===== src/design/uhd_map.svh =====
// Register indices, field positions, reset values and timing constants of the serial transceiver
// Overview of operation
// - Frames carry eight or nine data bits
// - Parity even, odd, mark, space or none
// - One or two stop bits per frame
// - Sixteen-bit prescaler times every transmit/receive bit
// - Address mode interrupts when last bit is one
// - Four-character receive FIFO, one-character transmit buffer
// - Interrupts: empty, idle, trigger level, overrun, address
// - Receive pin activity wakes the device
// - Enabled pins drive/receive, transmit pull-up disconnected
// - Disabled pins float, GPIO pull-up setting decides
// - Single-wire select shares one pin half-duplex
// - Single-wire: receive enable receives, else transmit
// - Both enables in single-wire: receive wins
// - Single-wire transmit may also drive transmit pin
// - Written character shifts out LSB first
// - Received bits shift in LSB first, then buffer
// - One data address: write transmits, read receives
// - Status flags are read-only, writes ignored
// - Parity mismatch sets parity flag when enabled
// - Noise flag with data flag, not on overrun
// - Bad stop bit sets framing flag
// - Status read then data access clears errors
// - Overrun flag blocks further receive transfers
// - Receiver idle low from start to stop
// - Transmitter idle when buffer empty, nothing sending
// - Enabling transmitter sets buffer-empty flag immediately
`ifndef UHD_MAP_SVH
`define UHD_MAP_SVH

// Register indices on the byte register port
`define UHD_IDX_STATUS_FLAGS   4'h0
`define UHD_IDX_UART_CTRL_A    4'h1
`define UHD_IDX_UART_CTRL_B    4'h2
`define UHD_IDX_UART_CTRL_C    4'h3
`define UHD_IDX_DATA_PORT      4'h4
`define UHD_IDX_BAUD_DIV_HIGH  4'h5
`define UHD_IDX_BAUD_DIV_LOW   4'h6
`define UHD_IDX_FIFO_CTRL      4'h7
`define UHD_IDX_RX_FILL_COUNT  4'h8

// Control field positions
`define UHD_A_SERIAL_ON   7
`define UHD_A_NINE_BIT    6
`define UHD_A_PARITY_EN   5
`define UHD_A_PARITY_HI   4
`define UHD_A_PARITY_LO   3
`define UHD_A_TX_BREAK    2
`define UHD_A_RX_BIT8     1
`define UHD_A_TX_BIT8     0
`define UHD_B_TX_ENABLE   7
`define UHD_B_RX_ENABLE   6
`define UHD_B_TWO_STOP    5
`define UHD_B_ADDR_EN     4
`define UHD_B_WAKE_EN     3
`define UHD_B_RX_IE       2
`define UHD_B_TX_IDLE_IE  1
`define UHD_B_TX_EMPTY_IE 0
`define UHD_C_TX_MIRROR   1
`define UHD_C_SINGLE_WIRE 0

// Reset values
`define UHD_RST_STATUS    8'h0b
`define UHD_RST_CTRL      8'h00
`define UHD_RST_DIV_LOW   8'h01

// Break length in bit times
`define UHD_BREAK_BITS    4'hd

`endif


===== src/design/uhd_pkg.sv =====
// Types shared by the serial transceiver
package uhd_pkg;
  typedef enum logic [2:0] {UHD_T_IDLE, UHD_T_START, UHD_T_DATA, UHD_T_PAR, UHD_T_STOP,
                            UHD_T_BREAK} uhd_tx_state_t;
  typedef enum logic [2:0] {UHD_R_IDLE, UHD_R_START, UHD_R_DATA, UHD_R_PAR,
                            UHD_R_STOP} uhd_rx_state_t;
  typedef logic [8:0] uhd_char_t;
endpackage


===== src/design/uhd_uart.sv =====
// Full/half-duplex serial transceiver with byte register port
`timescale 1ns/100ps
`include "uhd_map.svh"
module uhd_uart (
  input  wire logic       clk_i,            // System clock, 250 MHz
  input  wire logic       sys_rst_i,        // Asynchronous reset, active high
  input  wire logic [3:0] reg_sel_i,        // Register index
  input  wire logic       reg_wr_i,         // Register write strobe
  input  wire logic       reg_rd_i,         // Register read strobe
  input  wire logic [7:0] reg_wdata_i,      // Write data
  output logic      [7:0] reg_rdata_o,      // Read data, one cycle after strobe
  input  wire logic       rxtx_pin_i,       // Shared pin level
  output logic            rxtx_pin_o,       // Shared pin drive value
  output logic            rxtx_pin_oe_o,    // Shared pin drive enable
  output logic            tx_pin_o,         // Transmit pin drive value
  output logic            tx_pin_oe_o,      // Transmit pin drive enable
  input  wire logic       gpio_pu_tx_i,     // GPIO pull-up setting, transmit pin
  input  wire logic       gpio_pu_rxtx_i,   // GPIO pull-up setting, shared pin
  output logic            tx_pullup_en_o,   // Pull-up connect, transmit pin
  output logic            rxtx_pullup_en_o, // Pull-up connect, shared pin
  output logic            irq_o,            // Interrupt request level
  output logic            wake_o            // Wake-up pulse
);
  import uhd_pkg::*;

  // Software registers
  logic [7:0] ctrl_a_q, ctrl_b_q, ctrl_c_q, div_hi_q, div_lo_q, fifo_ctrl_q;
  // Sticky error flags
  logic       parity_error_flag_q, nf_q, framing_fault_flag_q, overrun_flag_q;
  // Derived status flags, registered
  logic       rx_data_ready_q, tx_done_flag_q, tx_buffer_empty_q, rx_idle_flag_q;
  // Status-read armed for clear sequence
  logic       arm_q;
  // Address-detect event, held until data read
  logic       addr_q;
  // Pin synchroniser and sample history
  logic       rx_m_q, rx_s_q, rx_p_q;
  logic [2:0] hist_q;

  // Control field decode
  wire        serial_on   = ctrl_a_q[`UHD_A_SERIAL_ON];
  wire        nine_bit    = ctrl_a_q[`UHD_A_NINE_BIT];
  wire        parity_en   = ctrl_a_q[`UHD_A_PARITY_EN];
  wire [1:0]  parity_type = ctrl_a_q[`UHD_A_PARITY_HI:`UHD_A_PARITY_LO];
  wire        tx_break    = ctrl_a_q[`UHD_A_TX_BREAK];
  wire        tx_enable   = ctrl_b_q[`UHD_B_TX_ENABLE];
  wire        rx_enable   = ctrl_b_q[`UHD_B_RX_ENABLE];
  wire        two_stop    = ctrl_b_q[`UHD_B_TWO_STOP];
  wire        single_wire_select = ctrl_c_q[`UHD_C_SINGLE_WIRE];
  wire        tx_mirror   = ctrl_c_q[`UHD_C_TX_MIRROR];

  // Baud divisor from the two byte registers, zero treated as one
  wire [15:0] div_raw  = {div_hi_q, div_lo_q};
  wire [15:0] div_m1   = (div_raw == 16'h0000) ? 16'h0000 : div_raw - 16'h0001;
  wire [15:0] div_half = {1'b0, div_m1[15:1]};
  wire [3:0]  nbits    = nine_bit ? 4'h9 : 4'h8;

  // Pin roles: receive priority in single-wire mode
  wire        rx_run   = serial_on & rx_enable;
  wire        tx_run   = serial_on & tx_enable & ~(single_wire_select & rx_enable);
  wire        sw_drive = single_wire_select & tx_run;
  wire        tx_drive = tx_run & (~single_wire_select | tx_mirror);

  // Register port decode
  wire sel_stat = reg_sel_i == `UHD_IDX_STATUS_FLAGS;
  wire sel_ca   = reg_sel_i == `UHD_IDX_UART_CTRL_A;
  wire sel_cb   = reg_sel_i == `UHD_IDX_UART_CTRL_B;
  wire sel_cc   = reg_sel_i == `UHD_IDX_UART_CTRL_C;
  wire sel_data = reg_sel_i == `UHD_IDX_DATA_PORT;
  wire sel_dh   = reg_sel_i == `UHD_IDX_BAUD_DIV_HIGH;
  wire sel_dl   = reg_sel_i == `UHD_IDX_BAUD_DIV_LOW;
  wire sel_fc   = reg_sel_i == `UHD_IDX_FIFO_CTRL;
  wire sel_cnt  = reg_sel_i == `UHD_IDX_RX_FILL_COUNT;
  wire stat_rd  = reg_rd_i & sel_stat;
  wire data_rd  = reg_rd_i & sel_data;
  wire data_wr  = reg_wr_i & sel_data;
  wire clr_seq  = arm_q & (data_rd | data_wr);

  // ---------------- Receive FIFO ----------------
  uhd_char_t  fifo_mem [0:3];       // Four received characters
  logic [1:0] fifo_wp_q, fifo_rp_q; // Write and read pointers
  logic [2:0] fifo_cnt_q;           // Fill count 0..4
  logic       rx_push;              // Store a completed character
  uhd_char_t  rx_word;              // Character being stored
  wire        fifo_full  = fifo_cnt_q == 3'h4;
  wire        fifo_pop   = data_rd & (fifo_cnt_q != 3'h0);
  wire [2:0]  fifo_cnt_d = fifo_cnt_q + {2'b00, rx_push} - {2'b00, fifo_pop};
  wire [2:0]  trig_lvl   = {1'b0, fifo_ctrl_q[1:0]} + 3'h1;
  uhd_char_t  fifo_head;
  assign fifo_head = fifo_mem[fifo_rp_q];

  // FIFO storage and pointers
  always_ff @(posedge clk_i or posedge sys_rst_i) begin
    if (sys_rst_i) begin
      fifo_wp_q  <= 2'h0;
      fifo_rp_q  <= 2'h0;
      fifo_cnt_q <= 3'h0;
    end else begin
      if (rx_push) begin
        fifo_mem[fifo_wp_q] <= rx_word;
        fifo_wp_q <= fifo_wp_q + 2'h1;
      end
      if (fifo_pop) begin
        fifo_rp_q <= fifo_rp_q + 2'h1;
      end
      fifo_cnt_q <= fifo_cnt_d;
    end
  end

  // ---------------- Receiver ----------------
  uhd_rx_state_t rx_st_q;
  logic [15:0]   rcnt_q;      // Bit timer
  logic [3:0]    rbit_q;      // Data bit index
  uhd_char_t     rsh_q;       // Receive shift register
  logic          rnoise_q;    // Noise seen in this frame
  logic          rperr_q;     // Parity mismatch in this frame
  wire maj   = (hist_q[0] & hist_q[1]) | (hist_q[0] & hist_q[2]) | (hist_q[1] & hist_q[2]);
  wire noisy = ~((hist_q == 3'b000) | (hist_q == 3'b111));
  wire r_tgt_hit = (rx_st_q == UHD_R_START) ? (rcnt_q == div_half) : (rcnt_q == div_m1);
  wire fall  = rx_p_q & ~rx_s_q;
  // Parity expected over received data bits; eight-bit data sits in the upper bits
  wire rdata_par = nine_bit ? ^rsh_q : ^rsh_q[8:1];
  wire r_par_exp = (parity_type == 2'b00) ? rdata_par :
                   (parity_type == 2'b01) ? ~rdata_par : ~parity_type[0];
  // Character aligned LSB first, nine-bit or eight-bit
  wire [8:0]  r_final = nine_bit ? rsh_q : {1'b0, rsh_q[8:1]};
  wire last_bit = nine_bit ? rsh_q[8] : rsh_q[8];
  wire r_stop_now = (rx_st_q == UHD_R_STOP) & r_tgt_hit;
  wire r_store    = r_stop_now & ~overrun_flag_q & ~fifo_full;
  assign rx_push = r_store;
  assign rx_word = r_final;

  // Pin synchroniser and majority history
  always_ff @(posedge clk_i or posedge sys_rst_i) begin
    if (sys_rst_i) begin
      rx_m_q <= 1'b1;
      rx_s_q <= 1'b1;
      rx_p_q <= 1'b1;
      hist_q <= 3'b111;
    end else begin
      rx_m_q <= rxtx_pin_i;
      rx_s_q <= rx_m_q;
      rx_p_q <= rx_s_q;
      hist_q <= {hist_q[1:0], rx_s_q};
    end
  end

  // Receive state machine
  always_ff @(posedge clk_i or posedge sys_rst_i) begin
    if (sys_rst_i) begin
      rx_st_q  <= UHD_R_IDLE;
      rcnt_q   <= 16'h0000;
      rbit_q   <= 4'h0;
      rsh_q    <= 9'h000;
      rnoise_q <= 1'b0;
      rperr_q  <= 1'b0;
    end else if (!rx_run) begin
      rx_st_q <= UHD_R_IDLE;
    end else begin
      rcnt_q <= r_tgt_hit ? 16'h0000 : rcnt_q + 16'h0001;
      case (rx_st_q)
        UHD_R_IDLE: begin
          rcnt_q <= 16'h0000;
          if (fall) begin // Start bit edge
            rx_st_q  <= UHD_R_START;
            rnoise_q <= 1'b0;
            rperr_q  <= 1'b0;
            rbit_q   <= 4'h0;
          end
        end
        UHD_R_START: begin
          if (r_tgt_hit) begin
            rnoise_q <= noisy;
            rx_st_q  <= maj ? UHD_R_IDLE : UHD_R_DATA; // False start rejected
          end
        end
        UHD_R_DATA: begin
          if (r_tgt_hit) begin
            rsh_q    <= {maj, rsh_q[8:1]};
            rnoise_q <= rnoise_q | noisy;
            rbit_q   <= rbit_q + 4'h1;
            if (rbit_q == nbits - 4'h1) begin
              rx_st_q <= parity_en ? UHD_R_PAR : UHD_R_STOP;
            end
          end
        end
        UHD_R_PAR: begin
          if (r_tgt_hit) begin
            rperr_q  <= maj ^ r_par_exp;
            rnoise_q <= rnoise_q | noisy;
            rx_st_q  <= UHD_R_STOP;
          end
        end
        default: begin
          if (r_tgt_hit) begin
            rx_st_q <= UHD_R_IDLE;
          end
        end
      endcase
    end
  end

  // ---------------- Transmitter ----------------
  uhd_tx_state_t tx_st_q;
  logic [15:0]   tcnt_q;      // Bit timer
  logic [3:0]    tbit_q;      // Bit index within state
  uhd_char_t     tsh_q;       // Transmit shift register
  logic          tpar_q;      // Parity bit to send
  logic          tline_q;     // Serial line level
  uhd_char_t     tbuf_q;      // One-character transmit buffer
  logic          tbuf_v_q;    // Buffer holds a character
  logic          ten_p_q;     // Transmit enable last cycle
  wire t_tick  = tcnt_q == div_m1;
  wire tx_en_rise = tx_enable & ~ten_p_q;
  wire t_load  = (tx_st_q == UHD_T_IDLE) & tx_run & tbuf_v_q & ~tx_break & ~tx_en_rise;
  wire tbuf_par = nine_bit ? ^tbuf_q : ^tbuf_q[7:0];
  wire t_par_v = (parity_type == 2'b00) ? tbuf_par :
                 (parity_type == 2'b01) ? ~tbuf_par : ~parity_type[0];
  wire [3:0] t_stop_n = two_stop ? 4'h2 : 4'h1;

  // Transmit buffer fill from data port writes
  always_ff @(posedge clk_i or posedge sys_rst_i) begin
    if (sys_rst_i) begin
      tbuf_q   <= 9'h000;
      tbuf_v_q <= 1'b0;
      ten_p_q  <= 1'b0;
    end else begin
      ten_p_q <= tx_enable;
      if (tx_en_rise) begin
        tbuf_v_q <= 1'b0;
      end else if (data_wr) begin
        tbuf_q   <= {ctrl_a_q[`UHD_A_TX_BIT8], reg_wdata_i};
        tbuf_v_q <= 1'b1;
      end else if (t_load) begin
        tbuf_v_q <= 1'b0;
      end
    end
  end

  // Transmit state machine
  always_ff @(posedge clk_i or posedge sys_rst_i) begin
    if (sys_rst_i) begin
      tx_st_q <= UHD_T_IDLE;
      tcnt_q  <= 16'h0000;
      tbit_q  <= 4'h0;
      tsh_q   <= 9'h000;
      tpar_q  <= 1'b0;
      tline_q <= 1'b1;
    end else if (!tx_run) begin
      tx_st_q <= UHD_T_IDLE;
      tline_q <= 1'b1;
    end else begin
      tcnt_q <= t_tick ? 16'h0000 : tcnt_q + 16'h0001;
      case (tx_st_q)
        UHD_T_IDLE: begin
          tcnt_q <= 16'h0000;
          tbit_q <= 4'h0;
          if (tx_break) begin
            tx_st_q <= UHD_T_BREAK;
            tline_q <= 1'b0;
          end else if (t_load) begin
            tsh_q   <= tbuf_q;
            tpar_q  <= t_par_v;
            tx_st_q <= UHD_T_START;
            tline_q <= 1'b0;
          end
        end
        UHD_T_START: begin
          if (t_tick) begin
            tx_st_q <= UHD_T_DATA;
            tline_q <= tsh_q[0];
            tsh_q   <= {1'b0, tsh_q[8:1]};
          end
        end
        UHD_T_DATA: begin
          if (t_tick) begin
            tbit_q <= tbit_q + 4'h1;
            if (tbit_q == nbits - 4'h1) begin
              tbit_q  <= 4'h0;
              tx_st_q <= parity_en ? UHD_T_PAR : UHD_T_STOP;
              tline_q <= parity_en ? tpar_q : 1'b1;
            end else begin
              tline_q <= tsh_q[0];
              tsh_q   <= {1'b0, tsh_q[8:1]};
            end
          end
        end
        UHD_T_PAR: begin
          if (t_tick) begin
            tx_st_q <= UHD_T_STOP;
            tline_q <= 1'b1;
          end
        end
        UHD_T_BREAK: begin
          if (t_tick) begin
            tbit_q <= tbit_q + 4'h1;
            if (tbit_q == `UHD_BREAK_BITS - 4'h1) begin
              tbit_q  <= 4'h0;
              tx_st_q <= UHD_T_STOP;
              tline_q <= 1'b1;
            end
          end
        end
        default: begin
          if (t_tick) begin
            tbit_q <= tbit_q + 4'h1;
            if (tbit_q == t_stop_n - 4'h1) begin
              tx_st_q <= UHD_T_IDLE;
            end
          end
        end
      endcase
    end
  end

  // ---------------- Status flags ----------------
  wire addr_hit = r_store & ctrl_b_q[`UHD_B_ADDR_EN] & last_bit;
  wire tx_done_flag_d  = ~tbuf_v_q & ~tx_break & (tx_st_q == UHD_T_IDLE);

  // Flag updates; hardware set wins over software clear
  always_ff @(posedge clk_i or posedge sys_rst_i) begin
    if (sys_rst_i) begin
      parity_error_flag_q  <= 1'b0;
      nf_q    <= 1'b0;
      framing_fault_flag_q  <= 1'b0;
      overrun_flag_q  <= 1'b0;
      rx_idle_flag_q <= 1'b1;
      rx_data_ready_q  <= 1'b0;
      tx_done_flag_q <= 1'b1;
      tx_buffer_empty_q  <= 1'b1;
      arm_q   <= 1'b0;
      addr_q  <= 1'b0;
    end else begin
      parity_error_flag_q  <= (r_store & parity_en & rperr_q) | (parity_error_flag_q & ~clr_seq);
      nf_q    <= (r_store & rnoise_q) | (nf_q & ~clr_seq);
      framing_fault_flag_q  <= (r_store & ~maj) | (framing_fault_flag_q & ~clr_seq);
      overrun_flag_q  <= (r_stop_now & fifo_full) | (overrun_flag_q & ~clr_seq);
      rx_idle_flag_q <= (rx_st_q == UHD_R_IDLE) & ~(rx_run & fall);
      rx_data_ready_q  <= fifo_cnt_d >= trig_lvl;
      tx_done_flag_q <= tx_done_flag_d;
      tx_buffer_empty_q  <= ~tbuf_v_q | tx_en_rise;
      addr_q  <= addr_hit | (addr_q & ~data_rd);
      if (stat_rd) begin
        arm_q <= 1'b1;
      end else if (data_rd | data_wr) begin
        arm_q <= 1'b0;
      end
    end
  end

  // ---------------- Register port ----------------
  wire [7:0] status_v = {parity_error_flag_q, nf_q, framing_fault_flag_q, overrun_flag_q, rx_idle_flag_q, rx_data_ready_q, tx_done_flag_q, tx_buffer_empty_q};
  wire [7:0] ctrl_a_v = {ctrl_a_q[7:2], fifo_head[8], 1'b0};
  wire [7:0] rd_mux   = sel_stat ? status_v :
                        sel_ca   ? ctrl_a_v :
                        sel_cb   ? ctrl_b_q :
                        sel_cc   ? {6'h00, ctrl_c_q[1:0]} :
                        sel_data ? fifo_head[7:0] :
                        sel_dh   ? div_hi_q :
                        sel_dl   ? div_lo_q :
                        sel_fc   ? {2'b00, fifo_ctrl_q[5:0]} :
                        sel_cnt  ? {5'h00, fifo_cnt_q} : 8'h00;

  // Control register writes; status index has no write path
  always_ff @(posedge clk_i or posedge sys_rst_i) begin
    if (sys_rst_i) begin
      ctrl_a_q    <= `UHD_RST_CTRL;
      ctrl_b_q    <= `UHD_RST_CTRL;
      ctrl_c_q    <= `UHD_RST_CTRL;
      div_hi_q    <= `UHD_RST_CTRL;
      div_lo_q    <= `UHD_RST_DIV_LOW;
      fifo_ctrl_q <= `UHD_RST_CTRL;
      reg_rdata_o <= 8'h00;
    end else begin
      if (reg_wr_i) begin
        if (sel_ca) begin
          ctrl_a_q <= reg_wdata_i;
        end else if (sel_cb) begin
          ctrl_b_q <= reg_wdata_i;
        end else if (sel_cc) begin
          ctrl_c_q <= {6'h00, reg_wdata_i[1:0]};
        end else if (sel_dh) begin
          div_hi_q <= reg_wdata_i;
        end else if (sel_dl) begin
          div_lo_q <= reg_wdata_i;
        end else if (sel_fc) begin
          fifo_ctrl_q <= {2'b00, reg_wdata_i[5:0]};
        end
      end
      if (reg_rd_i) begin
        reg_rdata_o <= rd_mux;
      end
    end
  end

  // ---------------- Pins, interrupt, wake ----------------
  wire irq_d = (ctrl_b_q[`UHD_B_RX_IE] & (rx_data_ready_q | overrun_flag_q | addr_q)) |
               (ctrl_b_q[`UHD_B_TX_IDLE_IE] & tx_done_flag_q) |
               (ctrl_b_q[`UHD_B_TX_EMPTY_IE] & tx_buffer_empty_q);

  // Registered pin and event outputs
  always_ff @(posedge clk_i or posedge sys_rst_i) begin
    if (sys_rst_i) begin
      rxtx_pin_o       <= 1'b1;
      rxtx_pin_oe_o    <= 1'b0;
      tx_pin_o         <= 1'b1;
      tx_pin_oe_o      <= 1'b0;
      tx_pullup_en_o   <= 1'b0;
      rxtx_pullup_en_o <= 1'b0;
      irq_o            <= 1'b0;
      wake_o           <= 1'b0;
    end else begin
      rxtx_pin_o       <= tline_q;
      rxtx_pin_oe_o    <= sw_drive;
      tx_pin_o         <= tline_q;
      tx_pin_oe_o      <= tx_drive;
      tx_pullup_en_o   <= gpio_pu_tx_i & ~tx_drive;
      rxtx_pullup_en_o <= gpio_pu_rxtx_i & ~sw_drive;
      irq_o            <= irq_d;
      wake_o           <= ctrl_b_q[`UHD_B_WAKE_EN] & rx_run & fall;
    end
  end
endmodule


===== config.mk =====
export PLATFORM = sky130hd
export DESIGN_NAME = uhd_uart
export DESIGN_NICKNAME = d
export VERILOG_FILES = /design/src/design/uhd_pkg.sv /design/src/design/uhd_uart.sv
export VERILOG_INCLUDE_DIRS = /design/src /design/src/design
export SDC_FILE = /design/constraint.sdc
export NUM_CORES = 1
export LEC_CHECK = 0
export ABC_AREA = 1
export BUFFER_PORTS_ARGS = -buffer_cell sky130_fd_sc_hd__buf_4
export CAP_MARGIN = 20
export CORE_UTILIZATION = 30
export CTS_CLUSTER_DIAMETER = 40
export DETAILED_ROUTE_END_ITERATION = 16
export SKIP_CTS_REPAIR_TIMING = 1
export SLEW_MARGIN = 20
export SYNTH_ARGS = -nofsm -noshare
export SYNTH_HDL_FRONTEND = slang
export SYNTH_SLANG_ARGS = --single-unit

===== constraint.sdc =====
create_clock -name clk_i -period 5 [get_ports clk_i]
set_clock_uncertainty 0.2 [all_clocks]
set_input_delay 0.25 -clock clk_i [delete_from_list [all_inputs] [get_ports clk_i]]
set_output_delay 0.25 -clock clk_i [all_outputs]
set_load 0.005 [all_outputs]

==> run_results.csv <==
group,metric,value,unit
sta,relSlewSlack,0.441,
finish,final_area,12000,um^2
yosys,synthesis.area,10700,um^2
yosys,synth.most_common_cell,"nand2_1",
grt,antenna_found_initial,0,
place,gp_congestion,0.912,
yosys,syn_area_per_cell,8.05,um^2
finish,drive_above_1_share,0.0913,
yosys,synth_cells,1327,
die,die_w,191,um
hold_path,hold_class,"in2reg",
clock_tree,cts.sinks,191,
yosys,yosysTopAreaCell,"dfrtp_1",
routing,drt_wl_total,28700,um
grt,grt_max_degree,63,
yosys,synthDistinctLibCells,52,
worst_setup_path,required,5.13,ns
yosys,synth_edf_count,36,
worst_setup_path,critPathMaxStageDelay,0.55,ns
hold_path,worstHoldPathCells,3,
yosys,synth_nets,1363,
sta,min_period,4.52,ns
clock_tree,clk_path_buf_depth,2,
clock_tree,htree_levels,4,
status,violations,"hold timing",
status,status,"complete, but fails checks",
sta,fin_setup_tns,0,ns
yosys,synth_warnings,0,
yosys,ys_seq_area_frac,0.466,
worst_setup_path,crit_path_top_delay_cell,"dfstp_2",
yosys,synth.top_cells.by_area,"dfrtp_1 (34%), nand2_1 (12%), edfxtp_1 (10%), o21ai_0 (5.4%), inv_1 (5.0%)",
grt,grtUsageTotal,0.163,
worst_setup_path,crit_type,"reg2reg",
die,core_area,34800,um^2
finish,final_nets,1392,
sta,fmax,0.221,GHz
sta,setup_viol,0,
routing,wl_per_cell,15.7,um
die,rows,68,
routing,via_per_inst,4.90,
power,leakagePower,5.39,nW
clock_tree,clock_latency,0.45,ns
die,boundaryPins,35,
place,io_buffer_count,34,
power,ir_worst_vdd,0.268,mV
sta,tightest_slew,0.837,ns
clock_tree,clkTransAtPathRegs,0.08,ns
sta,drv_slew,0,
yosys,ys.flop_type,"dfrtp_1",
grt,grt_pass1_wl,46200,um
worst_setup_path,critPathArrivalTime,4.65,ns
grt,grt_overflow,0,
worst_setup_path,r2r_cells,24,
sta,whs,-0.00590,ns
routing,drc,0,
finish,antenna_cells,0,
worst_setup_path,cp_cell_sequence,"inv_1 > ha_1 > nand2_2 > nor2_4 > nand2_4 > nand3_1 > nand2_1 > nand2_1 > nand2_1 > nand2_1 > nor2_2 > nand2_1 > nor2_2 > nand3_4 > nor2_8 > nand2_2 > ha_1 > inv_1 > ha_1 > fa_1 > xor2_1 > ha_1 > a21oi_1 > o211ai_1",
sta,finalHoldViolations,2,
die,die-height,191,um
place,placed_area,11400,um^2
worst_setup_path,worst_path_most_repeated_cell,"nand2_1",
die,die_area,36300,um^2
yosys,yosys_register_bits,191,
power,power,0.00466,W
routing,vias,8937,
finish,syn2layout_area_growth,12.6,%
clock_tree,cts_tree,"built",
yosys,synth_top_area_frac,0.338,
die,start_util,0.307,
clock_tree,clockRootBuffer,"clkbuf_16",
yosys,yosys-top-cells-count,"nand2_1 (342), dfrtp_1 (144), inv_1 (142)",
grt,first_global_vias,8509,
worst_setup_path,crit_path_max_fanout,33,
routing,postRouteAntennaNets,0,
clock_tree,numCtsBuffers,17,
worst_setup_path,end_kind,"register",
sta,rsz0062_at_grt,"false",
run,max_cap_viol_count,0,
power,power-per-cell-area,388,nW/um^2
worst_setup_path,startpoint_type,"register",
routing,drtIter0Drc,565,
routing,firstDrtPassIters,5,
yosys,synth_async_sr_flop_share,0.812,
sta,fin_crit_sh,0.905,
place,dp_hpwl,21400,um
==> registers in the layout, indices dropped and copies added (netlist names), 2 cells and up <==
| name | cells |
|---|---|
| ctrl_b_q | 8 |
| tbuf_q | 9 |
| reg_rdata_o | 8 |
| div_lo_q | 8 |
| fifo_mem | 36 |
| tsh_q | 9 |
| fifo_rp_q | 2 |
| rcnt_q | 16 |
| hist_q | 3 |
| rbit_q | 4 |
| tx_st_q | 3 |
| rsh_q | 9 |
| fifo_cnt_q | 3 |
| ctrl_c_q | 2 |
| fifo_wp_q | 2 |
| rx_st_q | 3 |
| ctrl_a_q | 7 |
| div_hi_q | 8 |
| fifo_ctrl_q | 6 |
| tcnt_q | 16 |
| tbit_q | 4 |
==> kinds of logic after synthesis <==
logic type | count (synthesis) | synth area share
xor gates and xnor gates | 66 | 0.0541
adders and majority gates | 17 | 0.0206
AOI/OAI and AO/OA | 216 | 0.115
muxes | 10 | 0.00961
buffers and inverters | 181 | 0.0674
and+or+nand+nor | 646 | 0.267
DFF | 191 | 0.466
==> layout by cell type (no fill, tap or decap), drive strengths merged, types with 2 or more instances in the layout <==
master	netlist	routed
inv	143	151
nand2	350	350
dlygate4sd3	0	6
clkinv	2	8
o221ai	7	7
o21ai	128	128
ha	16	16
nand3	113	113
edfxtp	36	36
nor2	135	135
a221oi	7	7
o2111ai	2	2
a22oi	7	7
nor3	13	13
a21oi	22	22
mux2	2	2
mux2i	8	8
nand3b	3	3
dfrtp	144	144
o22ai	33	33
xnor2	21	21
o211ai	3	3
nand4	25	25
xor2	45	45
clkbuf	25	17
nor4	5	5
dfstp	11	11
buf	11	40
==> worst max-delay path, delay by kind of cell, from the launching register on <==
kind	cells	cell delay, ns
compound gates	2	0.24
simple gates	14	1.66
buf+inv	2	0.13
fa+ha+maj	5	1.41
xor+xnor	1	0.18
flops	1	0.55
==> layout make-up <==
| cell class | count | area [um^2] |
|---|---|---|
| well taps | 455 | 569 |
| flip-flops and latches | 191 | 4970 |
| clock buffers | 17 | 425 |
| inverters | 145 | 549 |
| multi-input cells | 955 | 4980 |
| clock inverters | 15 | 160 |
| repair buffers | 46 | 360 |
| fillers | 3613 | 22800 |
==> final timing paths <==
kind,startpoint,to,slack (ns)
worst max register to register,div_lo_q[0],rx_data_ready_q,0.48
max in group asynchronous,sys_rst_i,rbit_q[0],3.26
worst min register to register,rx_m_q,rx_s_q,0.16
worst min-delay path,reg_wdata_i[4],fifo_ctrl_q[4],-0.006
min in group asynchronous,sys_rst_i,tsh_q[6],0.15
worst max-delay path,div_lo_q[0],rx_data_ready_q,0.48
==> metrics by stage <==
stage          instances  utilization  worst slack (ns)
2_1_floorplan       1327            -             0.234
3_3_place_gp        1786        0.327             0.552
3_5_place_dp        1786        0.327             0.461
4_1_cts             1818        0.344             0.462
5_1_grt             1824        0.345             0.149
6_report            1824        0.345             0.476
==> where the power goes <==
part | switching (W) | internal [W] | total, W | leakage [nW]
Combinational | 0.000824 | 0.000461 | 0.00128 | 2.73
Sequential | 0.000241 | 0.00178 | 0.00202 | 2.38
Clock | 0.000686 | 0.000672 | 0.00136 | 0.284
==> metal layers <==
metal	share of wire	vias to the layer above	global-route usage
li1	-	4448	-
met1	0.48	4266	0.225
met2	0.47	199	0.264
met3	0.041	24	0.0265
met4	0.014	0	0.0431
met5	0	-	0
Note: power is estimated with default switching activity, not from simulation.
